==> config.mk <==
export PLATFORM = sky130hd
export DESIGN_NAME = initial_reset_generator
export DESIGN_NICKNAME = d
export VERILOG_FILES = /design/src/init_reset_pkg.sv /design/src/level_sync.sv /design/src/key_qualifier.sv /design/src/initial_reset_generator.sv
export SDC_FILE = /design/constraint.sdc
export NUM_CORES = 1
export LEC_CHECK = 0
export BUFFER_PORTS_ARGS = -buffer_cell sky130_fd_sc_hd__buf_4
export CAP_MARGIN = 5
export CORE_MARGIN = 2
export CORE_UTILIZATION = 62
export CTS_CLUSTER_DIAMETER = 100
export CTS_CLUSTER_SIZE = 12
export DETAILED_ROUTE_END_ITERATION = 10
export PLACE_DENSITY_LB_ADDON = 0.3
export SETUP_SLACK_MARGIN = 0.3
export SYNTH_ARGS = -nofsm -noshare
export SYNTH_HDL_FRONTEND = slang
export SYNTH_SLANG_ARGS = --single-unit
==> constraint.sdc <==
create_clock -name core_clk -period 3.6 [get_ports core_clk]
set_input_delay 0.54 -clock core_clk [delete_from_list [all_inputs] [get_ports core_clk]]
set_output_delay 0.54 -clock core_clk [all_outputs]
set_load 0.02 [all_outputs]
==> src/init_reset_pkg.sv <==
/*
  Constants shared by the initial reset generator and its helpers:
  clock rates, divider and filter counts, build-option codes and
  core supply level encodings.
  Assumes a 10 MHz core clock and a 32.768 kHz slow oscillator.
*/
`default_nettype none
package init_reset_pkg;

  // clock rates
  localparam int unsigned CORE_CLK_HZ      = 10_000_000;
  localparam int unsigned SLOW_OSC_HZ      = 32_768;

  // release strobe: 16 Hz divided from the slow oscillator
  localparam int unsigned RELEASE_HZ       = 16;
  localparam int unsigned DIV_TICKS        = SLOW_OSC_HZ / RELEASE_HZ;
  localparam int unsigned DIV_W            = $clog2(DIV_TICKS);

  // key-combination noise rejector, least time in microseconds
  localparam int unsigned NOISE_REJECT_US  = 1_500;
  localparam int unsigned NOISE_TICKS      = (NOISE_REJECT_US * SLOW_OSC_HZ) / 1_000_000;

  // time qualification window, 1 to 2 seconds; the lower bound is used
  localparam int unsigned QUAL_MIN_MS      = 1_000;
  localparam int unsigned QUAL_TICKS_DFLT  = (QUAL_MIN_MS * SLOW_OSC_HZ) / 1_000;

  // slow-tick counter width in the key qualifier
  localparam int unsigned CNT_W            = 16;

  // key-combination build option codes
  localparam logic [2:0] KEY_OPT_NONE      = 3'h1;
  localparam logic [2:0] KEY_OPT_K0123     = 3'h2;
  localparam logic [2:0] KEY_OPT_K012      = 3'h3;
  localparam logic [2:0] KEY_OPT_K01       = 3'h4;

  // supply detector threshold options, millivolts
  localparam int unsigned DET_MV_OPT1      = 1_800;
  localparam int unsigned DET_MV_OPT2      = 1_600;
  localparam int unsigned DET_MV_OPT3      = 1_400;

  // core logic supply levels
  localparam logic [1:0] VD_1V1            = 2'h0;
  localparam logic [1:0] VD_1V3            = 2'h1;
  localparam logic [1:0] VD_1V5            = 2'h2;
  localparam logic [1:0] VD_1V7            = 2'h3;

  // fast oscillator speed classes (700 kHz, 2.2 MHz, 4.2 MHz)
  localparam logic [1:0] FAST_700K         = 2'h0;
  localparam logic [1:0] FAST_2M2          = 2'h1;
  localparam logic [1:0] FAST_4M2          = 2'h2;

  // reset values
  localparam logic       INIT_RESET_RST    = 1'b1;
  localparam logic [1:0] VD_LEVEL_RST      = 2'h0;

endpackage
`default_nettype wire

==> src/level_sync.sv <==
/*
  Two-stage synchroniser for a group of asynchronous levels.
  Assumes nothing of the inputs; output is two core clocks late.
*/
`timescale 1ns/1ps
`default_nettype none
module level_sync #(
  parameter int unsigned W   = 1,
  parameter logic [W-1:0] RV = '0
) (
  // clock and reset
  input  wire logic         core_clk,
  input  wire logic         resetn,
  // levels
  input  wire logic [W-1:0] async_in,
  output var  logic [W-1:0] sync_out
);

  logic [W-1:0] meta_r;
  logic [W-1:0] meta_nxt;
  logic [W-1:0] sync_nxt;

  always_comb begin
    meta_nxt = async_in;
    sync_nxt = meta_r;
  end

  // first stage feeds only the second
  always_ff @(posedge core_clk or negedge resetn) begin
    if (!resetn) begin
      meta_r   <= RV;
      sync_out <= RV;
    end else begin
      meta_r   <= meta_nxt;
      sync_out <= sync_nxt;
    end
  end

endmodule
`default_nettype wire

==> src/key_qualifier.sv <==
/*
  Key-combination qualifier: noise rejector followed by an optional
  time-qualification stage, both counted in slow oscillator ticks.
  Assumes combo_low is already synchronous and slow_tick is a
  one-core-cycle pulse per slow oscillator rising edge.
*/
`timescale 1ns/1ps
`default_nettype none
module key_qualifier #(
  parameter bit                                  TIME_QUAL_EN = 1'b0,
  parameter logic [init_reset_pkg::CNT_W-1:0]    QUAL_TICKS   =
    init_reset_pkg::CNT_W'(init_reset_pkg::QUAL_TICKS_DFLT)
) (
  // clock and reset
  input  wire logic core_clk,
  input  wire logic resetn,
  // qualifier inputs
  input  wire logic combo_low,
  input  wire logic slow_tick,
  // request
  output var  logic key_req_r
);

  typedef enum logic [1:0] {
    KQ_IDLE   = 2'h0,
    KQ_FILTER = 2'h1,
    KQ_QUAL   = 2'h3,
    KQ_FIRE   = 2'h2
  } kq_state_t;

  localparam logic [init_reset_pkg::CNT_W-1:0] NOISE_LAST =
    init_reset_pkg::CNT_W'(init_reset_pkg::NOISE_TICKS - 1);

  kq_state_t                        state_r;
  kq_state_t                        state_nxt;
  logic [init_reset_pkg::CNT_W-1:0] cnt_r;
  logic [init_reset_pkg::CNT_W-1:0] cnt_nxt;
  logic                             key_req_nxt;

  always_comb begin
    state_nxt   = state_r;
    cnt_nxt     = cnt_r;
    key_req_nxt = 1'b0;
    case (state_r)
      KQ_IDLE: begin
        cnt_nxt = '0;
        if (combo_low) begin
          state_nxt = KQ_FILTER;
        end
      end
      // no slow ticks before the oscillator runs, so nothing passes
      KQ_FILTER: begin
        if (!combo_low) begin
          state_nxt = KQ_IDLE;
        end else if (slow_tick) begin
          if (cnt_r == NOISE_LAST) begin
            cnt_nxt   = '0;
            state_nxt = TIME_QUAL_EN ? KQ_QUAL : KQ_FIRE;
          end else begin
            cnt_nxt = cnt_r + 1'b1;
          end
        end
      end
      KQ_QUAL: begin
        if (!combo_low) begin
          state_nxt = KQ_IDLE;
        end else if (slow_tick) begin
          if (cnt_r == QUAL_TICKS - 1'b1) begin
            state_nxt = KQ_FIRE;
          end else begin
            cnt_nxt = cnt_r + 1'b1;
          end
        end
      end
      KQ_FIRE: begin
        key_req_nxt = combo_low;
        if (!combo_low) begin
          state_nxt = KQ_IDLE;
        end
      end
      default: begin
        state_nxt = KQ_IDLE;
      end
    endcase
    if (state_nxt == KQ_FIRE && combo_low) begin
      key_req_nxt = 1'b1;
    end
  end

  always_ff @(posedge core_clk or negedge resetn) begin
    if (!resetn) begin
      state_r   <= KQ_IDLE;
      cnt_r     <= '0;
      key_req_r <= 1'b0;
    end else begin
      state_r   <= state_nxt;
      cnt_r     <= cnt_nxt;
      key_req_r <= key_req_nxt;
    end
  end

endmodule
`default_nettype wire

==> src/initial_reset_generator.sv <==
/*
  Initial reset generator: gathers the reset pin, the key combination
  and the supply detector into a set-reset latch released by a 16 Hz
  strobe divided from the slow oscillator. Also holds the core supply
  level and the shared-pin defaults while reset stands.
  Assumes every input is a level sampled on core_clk; slow_osc_clock is
  sampled as data, it is far slower than core_clk.
*/
//
// Summary of operation
// - reset from pin, keys, or supply detector
// - low reset pin sets the reset latch
// - latch clears only while 16 Hz strobe high
// - key request filtered for 1.5 ms
// - key filter idle until oscillator starts
// - four build choices of key group
// - all selected keys low raises request
// - optional 1 s qualification before key reset
// - supply detector with selectable threshold option
// - four core supply levels, set before clock
// - detector holds request while supply low
// - shared pins output high / pulled-up input
`timescale 1ns/1ps
`default_nettype none
module initial_reset_generator #(
  parameter logic [2:0]                       KEY_COMBO_OPT  = init_reset_pkg::KEY_OPT_K0123,
  parameter bit                               TIME_QUAL_EN   = 1'b0,
  parameter bit                               SUPPLY_DET_EN  = 1'b1,
  parameter int unsigned                      SUPPLY_DET_MV  = init_reset_pkg::DET_MV_OPT1,
  parameter logic [init_reset_pkg::CNT_W-1:0] QUAL_TICKS     =
    init_reset_pkg::CNT_W'(init_reset_pkg::QUAL_TICKS_DFLT)
) (
  // clock and reset
  input  wire logic       core_clk,
  input  wire logic       resetn,
  // reset sources
  input  wire logic       reset_pin_n,
  input  wire logic       key_input_0,
  input  wire logic       key_input_1,
  input  wire logic       key_input_2,
  input  wire logic       key_input_3,
  input  wire logic       supply_below_level,
  // slow oscillator, sampled as data
  input  wire logic       slow_osc_clock,
  // core supply and fast oscillator control from software
  input  wire logic [1:0] supply_level_sel,
  input  wire logic       fast_osc_req,
  input  wire logic [1:0] fast_osc_speed,
  // reset and status outputs
  output var  logic       init_reset,
  output var  logic       key_reset_active,
  output var  logic       slow_osc_running,
  // core supply and fast oscillator outputs
  output var  logic [1:0] core_supply_level,
  output var  logic       fast_osc_enable,
  // shared pin defaults
  output var  logic       out_port_force_high,
  output var  logic       io_port_force_pullup_in
);

  // least supply level that carries a given fast oscillator speed
  function automatic logic [1:0] level_for_speed(input logic [1:0] speed);
    case (speed)
      init_reset_pkg::FAST_700K: level_for_speed = init_reset_pkg::VD_1V3;
      init_reset_pkg::FAST_2M2:  level_for_speed = init_reset_pkg::VD_1V5;
      default:                   level_for_speed = init_reset_pkg::VD_1V7;
    endcase
  endfunction

  // selected key group mask for a build option
  function automatic logic [3:0] key_mask(input logic [2:0] opt);
    case (opt)
      init_reset_pkg::KEY_OPT_K0123: key_mask = 4'hF;
      init_reset_pkg::KEY_OPT_K012:  key_mask = 4'h7;
      init_reset_pkg::KEY_OPT_K01:   key_mask = 4'h3;
      default:                       key_mask = 4'h0;
    endcase
  endfunction

  localparam logic [3:0] KEY_MASK = key_mask(KEY_COMBO_OPT);

  // threshold is analogue; the option only has to be a legal one
  localparam bit DET_MV_LEGAL = (SUPPLY_DET_MV == init_reset_pkg::DET_MV_OPT1) ||
                                (SUPPLY_DET_MV == init_reset_pkg::DET_MV_OPT2) ||
                                (SUPPLY_DET_MV == init_reset_pkg::DET_MV_OPT3);
  localparam bit DET_ACTIVE   = SUPPLY_DET_EN && DET_MV_LEGAL;

  // synchronised inputs: reset pin, four keys, slow clock
  logic [5:0] raw_in;
  logic [5:0] sync_in;
  logic       pin_low;
  logic [3:0] keys_s;
  logic       slow_s;

  assign raw_in  = {slow_osc_clock, key_input_3, key_input_2, key_input_1, key_input_0, reset_pin_n};
  assign pin_low = !sync_in[0];
  assign keys_s  = sync_in[4:1];
  assign slow_s  = sync_in[5];

  level_sync #(
    .W  (6),
    .RV (6'h1F)
  ) u_in_sync (
    .core_clk (core_clk),
    .resetn   (resetn),
    .async_in (raw_in),
    .sync_out (sync_in)
  );

  // slow clock edge detect and 16 Hz divider
  logic                            slow_d_r;
  logic                            slow_d_nxt;
  logic                            slow_tick;
  logic [init_reset_pkg::DIV_W-1:0] div_r;
  logic [init_reset_pkg::DIV_W-1:0] div_nxt;
  logic                            strobe16_high;
  logic                            running_nxt;

  assign slow_tick     = slow_s && !slow_d_r;
  assign strobe16_high = div_r[init_reset_pkg::DIV_W-1];

  always_comb begin
    slow_d_nxt  = slow_s;
    div_nxt     = div_r;
    running_nxt = slow_osc_running;
    if (slow_tick) begin
      div_nxt     = div_r + 1'b1;
      running_nxt = 1'b1;
    end
  end

  // key combination: every selected key low, others ignored
  logic combo_low;
  logic key_req;

  assign combo_low = (KEY_MASK != 4'h0) && ((~keys_s & KEY_MASK) == KEY_MASK);

  key_qualifier #(
    .TIME_QUAL_EN (TIME_QUAL_EN),
    .QUAL_TICKS   (QUAL_TICKS)
  ) u_key_qual (
    .core_clk  (core_clk),
    .resetn    (resetn),
    .combo_low (combo_low),
    .slow_tick (slow_tick),
    .key_req_r (key_req)
  );

  // supply detector request, held for as long as the supply is low
  logic det_req;

  assign det_req = DET_ACTIVE && supply_below_level;

  // reset latch: set wins, clear only while the strobe is high
  logic any_req;
  logic init_reset_nxt;
  logic key_active_nxt;

  assign any_req = pin_low || key_req || det_req;

  always_comb begin
    init_reset_nxt = init_reset;
    key_active_nxt = key_reset_active;
    if (any_req) begin
      init_reset_nxt = 1'b1;
      key_active_nxt = key_req || key_reset_active;
    end else if (strobe16_high) begin
      init_reset_nxt = 1'b0;
      key_active_nxt = 1'b0;
    end
  end

  // core supply level and fast oscillator gating
  logic [1:0] level_nxt;
  logic       fast_en_nxt;

  always_comb begin
    level_nxt   = supply_level_sel;
    fast_en_nxt = 1'b0;
    if (init_reset_nxt) begin
      level_nxt = init_reset_pkg::VD_LEVEL_RST;
    end else if (fast_osc_req && core_supply_level >= level_for_speed(fast_osc_speed)) begin
      // level must already stand before the fast clock runs
      fast_en_nxt = 1'b1;
    end
    if (!fast_osc_req && level_nxt != init_reset_pkg::VD_1V1 && !fast_osc_enable) begin
      // without the fast clock the level still follows supply_level_sel
      level_nxt = supply_level_sel;
    end
  end

  // shared pin defaults follow the latch
  logic out_high_nxt;
  logic io_pull_nxt;

  always_comb begin
    out_high_nxt = init_reset_nxt;
    io_pull_nxt  = init_reset_nxt;
  end

  always_ff @(posedge core_clk or negedge resetn) begin
    if (!resetn) begin
      slow_d_r         <= 1'b1;
      div_r            <= '0;
      slow_osc_running <= 1'b0;
    end else begin
      slow_d_r         <= slow_d_nxt;
      div_r            <= div_nxt;
      slow_osc_running <= running_nxt;
    end
  end

  always_ff @(posedge core_clk or negedge resetn) begin
    if (!resetn) begin
      init_reset       <= init_reset_pkg::INIT_RESET_RST;
      key_reset_active <= 1'b0;
    end else begin
      init_reset       <= init_reset_nxt;
      key_reset_active <= key_active_nxt;
    end
  end

  always_ff @(posedge core_clk or negedge resetn) begin
    if (!resetn) begin
      core_supply_level <= init_reset_pkg::VD_LEVEL_RST;
      fast_osc_enable   <= 1'b0;
    end else begin
      core_supply_level <= level_nxt;
      fast_osc_enable   <= fast_en_nxt;
    end
  end

  always_ff @(posedge core_clk or negedge resetn) begin
    if (!resetn) begin
      out_port_force_high     <= 1'b1;
      io_port_force_pullup_in <= 1'b1;
    end else begin
      out_port_force_high     <= out_high_nxt;
      io_port_force_pullup_in <= io_pull_nxt;
    end
  end

endmodule
`default_nettype wire

Yosys cells after proc, flatten, opt, wreduce, memory -nomap -nowiden
Cells that the tools add are included.
{ "totals": {"inputBits": 14, "word_cells": 75, "out_inout_bits": 8, "ff_bits": 49} }
{ "classes": {"add_sub_neg": 2, "n_bitwise": 1, "n_mux": 28, "magnitude_cmp": 1, "n_eq_ne": 13, "reduce_logical": 18} }
{ "ops": {"columns": ["op", "count"], "rows": [
  ["16-bit two-way mux", 6],
  ["16-bit one-hot mux with 3 select lines", 1],
  ["2-bit two-way mux", 11],
  ["16-bit by 1-bit adder with 16-bit output (second input constant)", 1],
  ["16-bit by 15-bit == test with 1-bit output (second input constant)", 1],
  ["16-bit by 6-bit == test with 1-bit output (second input constant)", 1],
  ["11-bit by 1-bit adder with 11-bit output (second input constant)", 1],
  ["1-bit two-way mux", 8],
  ["2-bit one-hot mux with 4 select lines", 1],
  ["2-bit == test (second input constant)", 3],
  ["2-bit inequality test (second input constant)", 3],
  ["6-bit AND reduction", 1],
  ["1-bit logical AND", 5],
  ["2-bit by 1-bit == test with 1-bit output (second input constant)", 2],
  ["4-bit == test (second input constant)", 1],
  ["1-bit zero test", 4],
  ["2-bit zero test", 2],
  ["2-bit by 1-bit inequality test with 1-bit output (second input constant)", 2],
  ["4-bit inverter", 1],
  ["2-bit one-hot mux with 2 select lines", 1],
  ["2-bit nonzero test", 2],
  ["1-bit logical OR", 3],
  ["3-bit nonzero test", 1],
  ["2-bit greater-or-equal comparator", 1]
]} }

Longest topological paths before layout
{ "depth": {"word_depth": 9, "ltp_mapped": 8, "mapped_depth_nobuf": 7} }

By module
A second synthesis with hierarchy kept.
{ "unflattened": {"cells_unflattened": 199, "area_unflattened_um2": 2260.9} }
{ "by_module_without_submodules": {"columns": ["mod", "seq_area_each_um2", "area_each_um2", "instances", "cells_each"], "rows": [
  ["key_qualifier", 475.5, 1141.1, 1, 119],
  ["initial_reset_generator", 452.9, 807.0, 1, 68],
  ["level_sync", 312.8, 312.8, 1, 12]
]} }

Worst setup path after synthesis
Ideal clock, no wire load.
{ "synth_timing": {"path_kind": "flip-flop to flip-flop", "start": "register u_key_qual.cnt_r[0] (netlist bit)", "end": "register u_key_qual.cnt_r[2] (netlist bit)", "setup_ns": 0.142, "arrival_ns": 1.847, "path_slack_ns": 1.611, "t_required_ns": 3.458, "period_less_slack_ns": 1.989, "path_buffers": 1, "stages_incl_launch_ff": 9, "cell_sequence": "dfrtp_1 -> inv_1 -> ha_1 -> or4b_4 -> nor4_4 -> nor3_2 -> buf_6 -> a21oi_1 -> a31oi_1"} }
{ "synth_via": {"elab_chain_cells": 5, "word_cells_on_any_way": 12, "classes_between": "add/sub (1); eq/ne (3); mux (7); reduce/logical (1)"} }
{ "synth_rtl": {"columns": ["element", "line", "rtl"], "rows": [
  ["from (decl)", "key_qualifier.sv:36", "logic [init_reset_pkg::CNT_W-1:0] cnt_r;"],
  ["from (signal assigned)", "key_qualifier.sv:97", "cnt_r <= cnt_nxt;"],
  ["16-bit by 1-bit adder with 16-bit output or 16-bit by 6-bit == test with 1-bit output (tied branches)", "key_qualifier.sv:60, key_qualifier.sv:71, key_qualifier.sv:56", null],
  ["16-bit two-way mux, on equally long branches", "key_qualifier.sv:68, key_qualifier.sv:56", null],
  ["16-bit two-way mux, on equally long branches", "key_qualifier.sv:67, key_qualifier.sv:55", null],
  ["16-bit two-way mux, on equally long branches", "key_qualifier.sv:65, key_qualifier.sv:53", null],
  ["16-bit one-hot mux with 3 select lines", "key_qualifier.sv:44", "case (state_r)"]
]} }
Parallel ways exist; a longest one is shown, timed or not. The select of a mux whose other input is x is not followed.
A chain may end at the register's enable or synchronous reset.

Worst setup path after layout
{ "layout_timing": {"start": "register u_in_sync.sync_out[2]", "end": "register u_key_qual.cnt_r[13] (netlist bit)"} }
{ "layout_via": {"elab_chain_cells": 4, "word_cells_on_any_way": 5, "classes_between": "eq/ne (3); bitwise (1); reduce/logical (1)"} }
{ "layout_rtl": {"columns": ["element", "line", "rtl"], "rows": [
  ["from (decl)", "level_sync.sv:16", "output var logic [W-1:0] sync_out"],
  ["from (signal assigned)", "level_sync.sv:35", "sync_out <= sync_nxt;"],
  ["4-bit inverter *", "initial_reset_generator.sv:136", "assign combo_low = (KEY_MASK != 4'h0) && ((~keys_s & KEY_MASK) == KEY_MASK);"],
  ["4-bit == test *", "initial_reset_generator.sv:136", null],
  ["2-bit by 1-bit inequality test with 1-bit output (no line)", null, null],
  ["6-bit AND reduction (no line) *", null, null]
]} }
Every way passes the cells marked *; elsewhere a longest branch is shown, timed or not.

==> impl_results.md <==
* Status: complete, no violations
* Seq/Total Area, Yosys at 56.1%
* Pleak at 1.03 nW
* Grt ovf at 0
* Post-Syn Instances at 203
* Main combinational cell family by area after synthesis: simple AND/OR/NAND/NOR gates
* Critical path type: flip-flop to flip-flop
* H-tree depth at 2
* CTS sink cnt at 49
* Mux contribution to synthesized area at 0.962%
* Post-synthesis compound-gate area fraction at 11.3%
* CP Buf/Inv Count at 0
* Tightest Hold Check Type: input port to async pin
* Setup crit start: u_in_sync.sync_out[2]
* Slew Viols, Final at 0
* Die area at 4060 um^2
* Final-stage net count at 243
* Tmin final at 2.38 ns
* RSZ-0062 raised after global routing: false
* Final WL at 4330 um
* Syn. warnings at 0
* Fin util at 72.7%
* Crit-path slowest cell: nor3_2
* Mean area per synthesized cell at 10.9 um^2
* Mean routed wirelength per cell at 16.0 um
* Ratio of cells with drive above 1 in the final layout at 20.9%
* Most used cell, CP: a31oi_1
* Required time of the critical path at 3.89 ns
* Routed vias/inst at 5.96
* Initial antenna violation count at 0
* Worst VDD drop at 324 uV
* Hold Fails Final Rpt at 0
* Largest net degree at the start of global routing at 50
* Worst path max stage delay at 0.72 ns
* PwrDens at 423 nW/um^2
* Cts-stage hold buffer count at 0
* Maxcap violations at 0
* Multi-input logic area at 886 um^2
* PostCTS Resize Cnt at 0
* Worst Path Arrival at 2.68 ns
* Root Driver: clkbuf_4
* FF+latch area at 1240 um^2
* Post-synthesis cell type count at 44
* Post-CTS Setup Repair Bufs at 0
* CP delay by family, top: simple AND/OR/NAND/NOR gates
* Final setup fails at 0
* Iter 0 DRT Violations at 103
* Clk buf depth at 2
* Clock skew at 0.00766 ns
* Layout Area Growth over Synthesis at 11.4%
* CP endpoint kind: flip-flop
* Worst slew margin relative to its limit at 36.5%
* Global-route wire length before repair at 7360 um
* Drt pass-1 iters at 4
* Initial Util at 65.3%
* Post-Syn Area at 2210 um^2
* Clk pin slew, worst setup/hold paths at 0.13 ns
* Post-route DRC at 0
* Post-Synth XOR/XNOR Area at 3.96%
* Fraction of registers with async set/reset at 100%
* Core Area at 3390 um^2
* Synth Flop Type: dfrtp_1
* Die W at 63.7 um
* Synth Area in Adders at 2.83%
* Worst Max-Slew Pin Slew at 0.951 ns
* Routability Congestion at 0.865
* Detailed Place HPWL at 3120 um
* EDFF count, synth at 0
* CTS tree: done
* Worst reg2reg path startpoint: u_in_sync.sync_out[2]
* GRT Util Overall at 23.9%
* Critical Path Fanout Max at 15
* Total negative slack at 0 ns
* Synthesized Nets at 222
* Rows at 21
* Fillers at 232
* Simple-Gate Fraction of Synth Area at 21.0%
* Max Clk Rate at 419 MHz
* CTS Buf Count at 5
* DIE HEIGHT at 63.7 um
* Antenna Nets Post-Route at 0
* Detailed-route via count at 1615
* Register bit total from synthesis at 49
* Fin crit share at 66.2%
* Vias in the first global route at 1618
* PortBufs at 21
* Crit path cell chain: or4_4, or2_0, nor3_2, a31oi_1, a31oi_1
* Worst setup SP type: flip-flop
* I/O pins at 22
* Worst skew pair latency at 0.36 ns
* Ant diodes at 0
[cells in the mapped netlist, types with 2 or more instances]
master    instances  area share, %
nand3_1           7            1.6
buf_6             2            1.0
or4_1             5            1.7
xnor2_1           8            3.2
clkbuf_1          2           0.34
nand4_1           9            2.5
inv_1             8            1.4
nor2_1           13            2.2
o21ai_0           7            1.6
nand2_1          21            3.6
a21boi_0          3            1.0
and2_1            2           0.57
dfstp_2          12             14
dfrtp_1          37             42
nor3_1            3           0.68
nor2b_1           4            1.1
nand2b_1          4            1.1
buf_4             2           0.68
buf_2             2           0.45
nand3b_1          2           0.68
a21oi_1           7            1.6
xor2_1            2           0.79
a31oi_1          13            3.7
and3_1            2           0.57
ha_1              5            2.8
a41oi_1           3            1.2
[registers in the layout, indices dropped and copies added, names as in the netlist, 2 cells and up]
| register | cells |
|---|---|
| core_supply_level | 2 |
| div_r | 11 |
| u_in_sync.meta_r | 6 |
| u_in_sync.sync_out | 6 |
| u_key_qual.cnt_r | 16 |
| u_key_qual.state_r | 2 |
[path summary, 6_finish.rpt]
check,to,slack (ns),depth (start not counted)
hold / removal,div_r[3],0.15,1
max in group asynchronous,u_in_sync.sync_out[2],3.04,1
setup / recovery,u_key_qual.cnt_r[13],1.22,5
min in group core_clk,u_in_sync.meta_r[0],0.27,1
setup reg to reg,u_key_qual.cnt_r[13],1.22,5
hold reg to reg,u_in_sync.sync_out[5],0.36,0
[logic make-up after synthesis]
family                     Yosys count
adders and majority gates            5
xor gates and xnor gates            10
DFF                                 49
and+or+nand+nor                     82
muxes                                2
AOI/OAI and AO/OA                   39
buffers and inverters               16
[cells in the final DEF, fill, tap and decap left out, drive strengths merged]
cell type,count
dfrtp,37
buf,22
nand2,21
nor2,13
a31oi,13
dfstp,12
nand4,9
inv,8
xnor2,8
a21oi,7
nand3,7
o21ai,7
clkbuf,7
or4,6
ha,5
nand2b,4
nor2b,4
nor3,4
a21boi,3
a41oi,3
nand3b,2
and2,2
xor2,2
and3,2
nor4,2
or2,2
nand4b,1
or4b,1
nand4bb,1
o211ai,1
o21a,1
nor3b,1
mux2,1
o22a,1
mux2i,1
a21o,1
a32o,1
a22o,1
bufinv,1
[layout make-up]
class	instances	share of cell area (%)
flip-flops and latches	49	50.4
inverters	8	1.22
repair buffers	22	6.70
well taps	46	2.34
clock buffers	7	2.23
clock inverters	1	1.22
multi-input cells	138	35.9
[layer usage]
| metal | vias up | share of wire (%) | global-route usage [%] |
|---|---|---|---|
| li1 | 765 | - | - |
| met1 | 799 | 40 | 28.9 |
| met2 | 44 | 55 | 40.1 |
| met3 | 7 | 4.4 | 6.69 |
| met4 | 0 | 1.3 | 10.3 |
| met5 | - | 0 | 0 |
[metrics by stage]
stage          cell area (um^2)  instances  hold WS [ns]  power (mW)  worst slack [ns]
2_1_floorplan              2210        203         0.244       0.679              1.61
3_3_place_gp               2380        263         0.337       0.709              1.38
3_5_place_dp               2380        263         0.336       0.726              1.21
4_1_cts                    2460        271         0.175        1.05              1.21
5_1_grt                    2460        271         0.182        1.10              1.07
6_report                   2460        271         0.148        1.04              1.22
[power breakdown]
part / internal (mW) / switching, mW
clock: 0.166 / 0.163
combinational: 0.0445 / 0.0387
sequential: 0.594 / 0.0359
total: 0.804 / 0.237
Power figures use the tool's default switching activity.
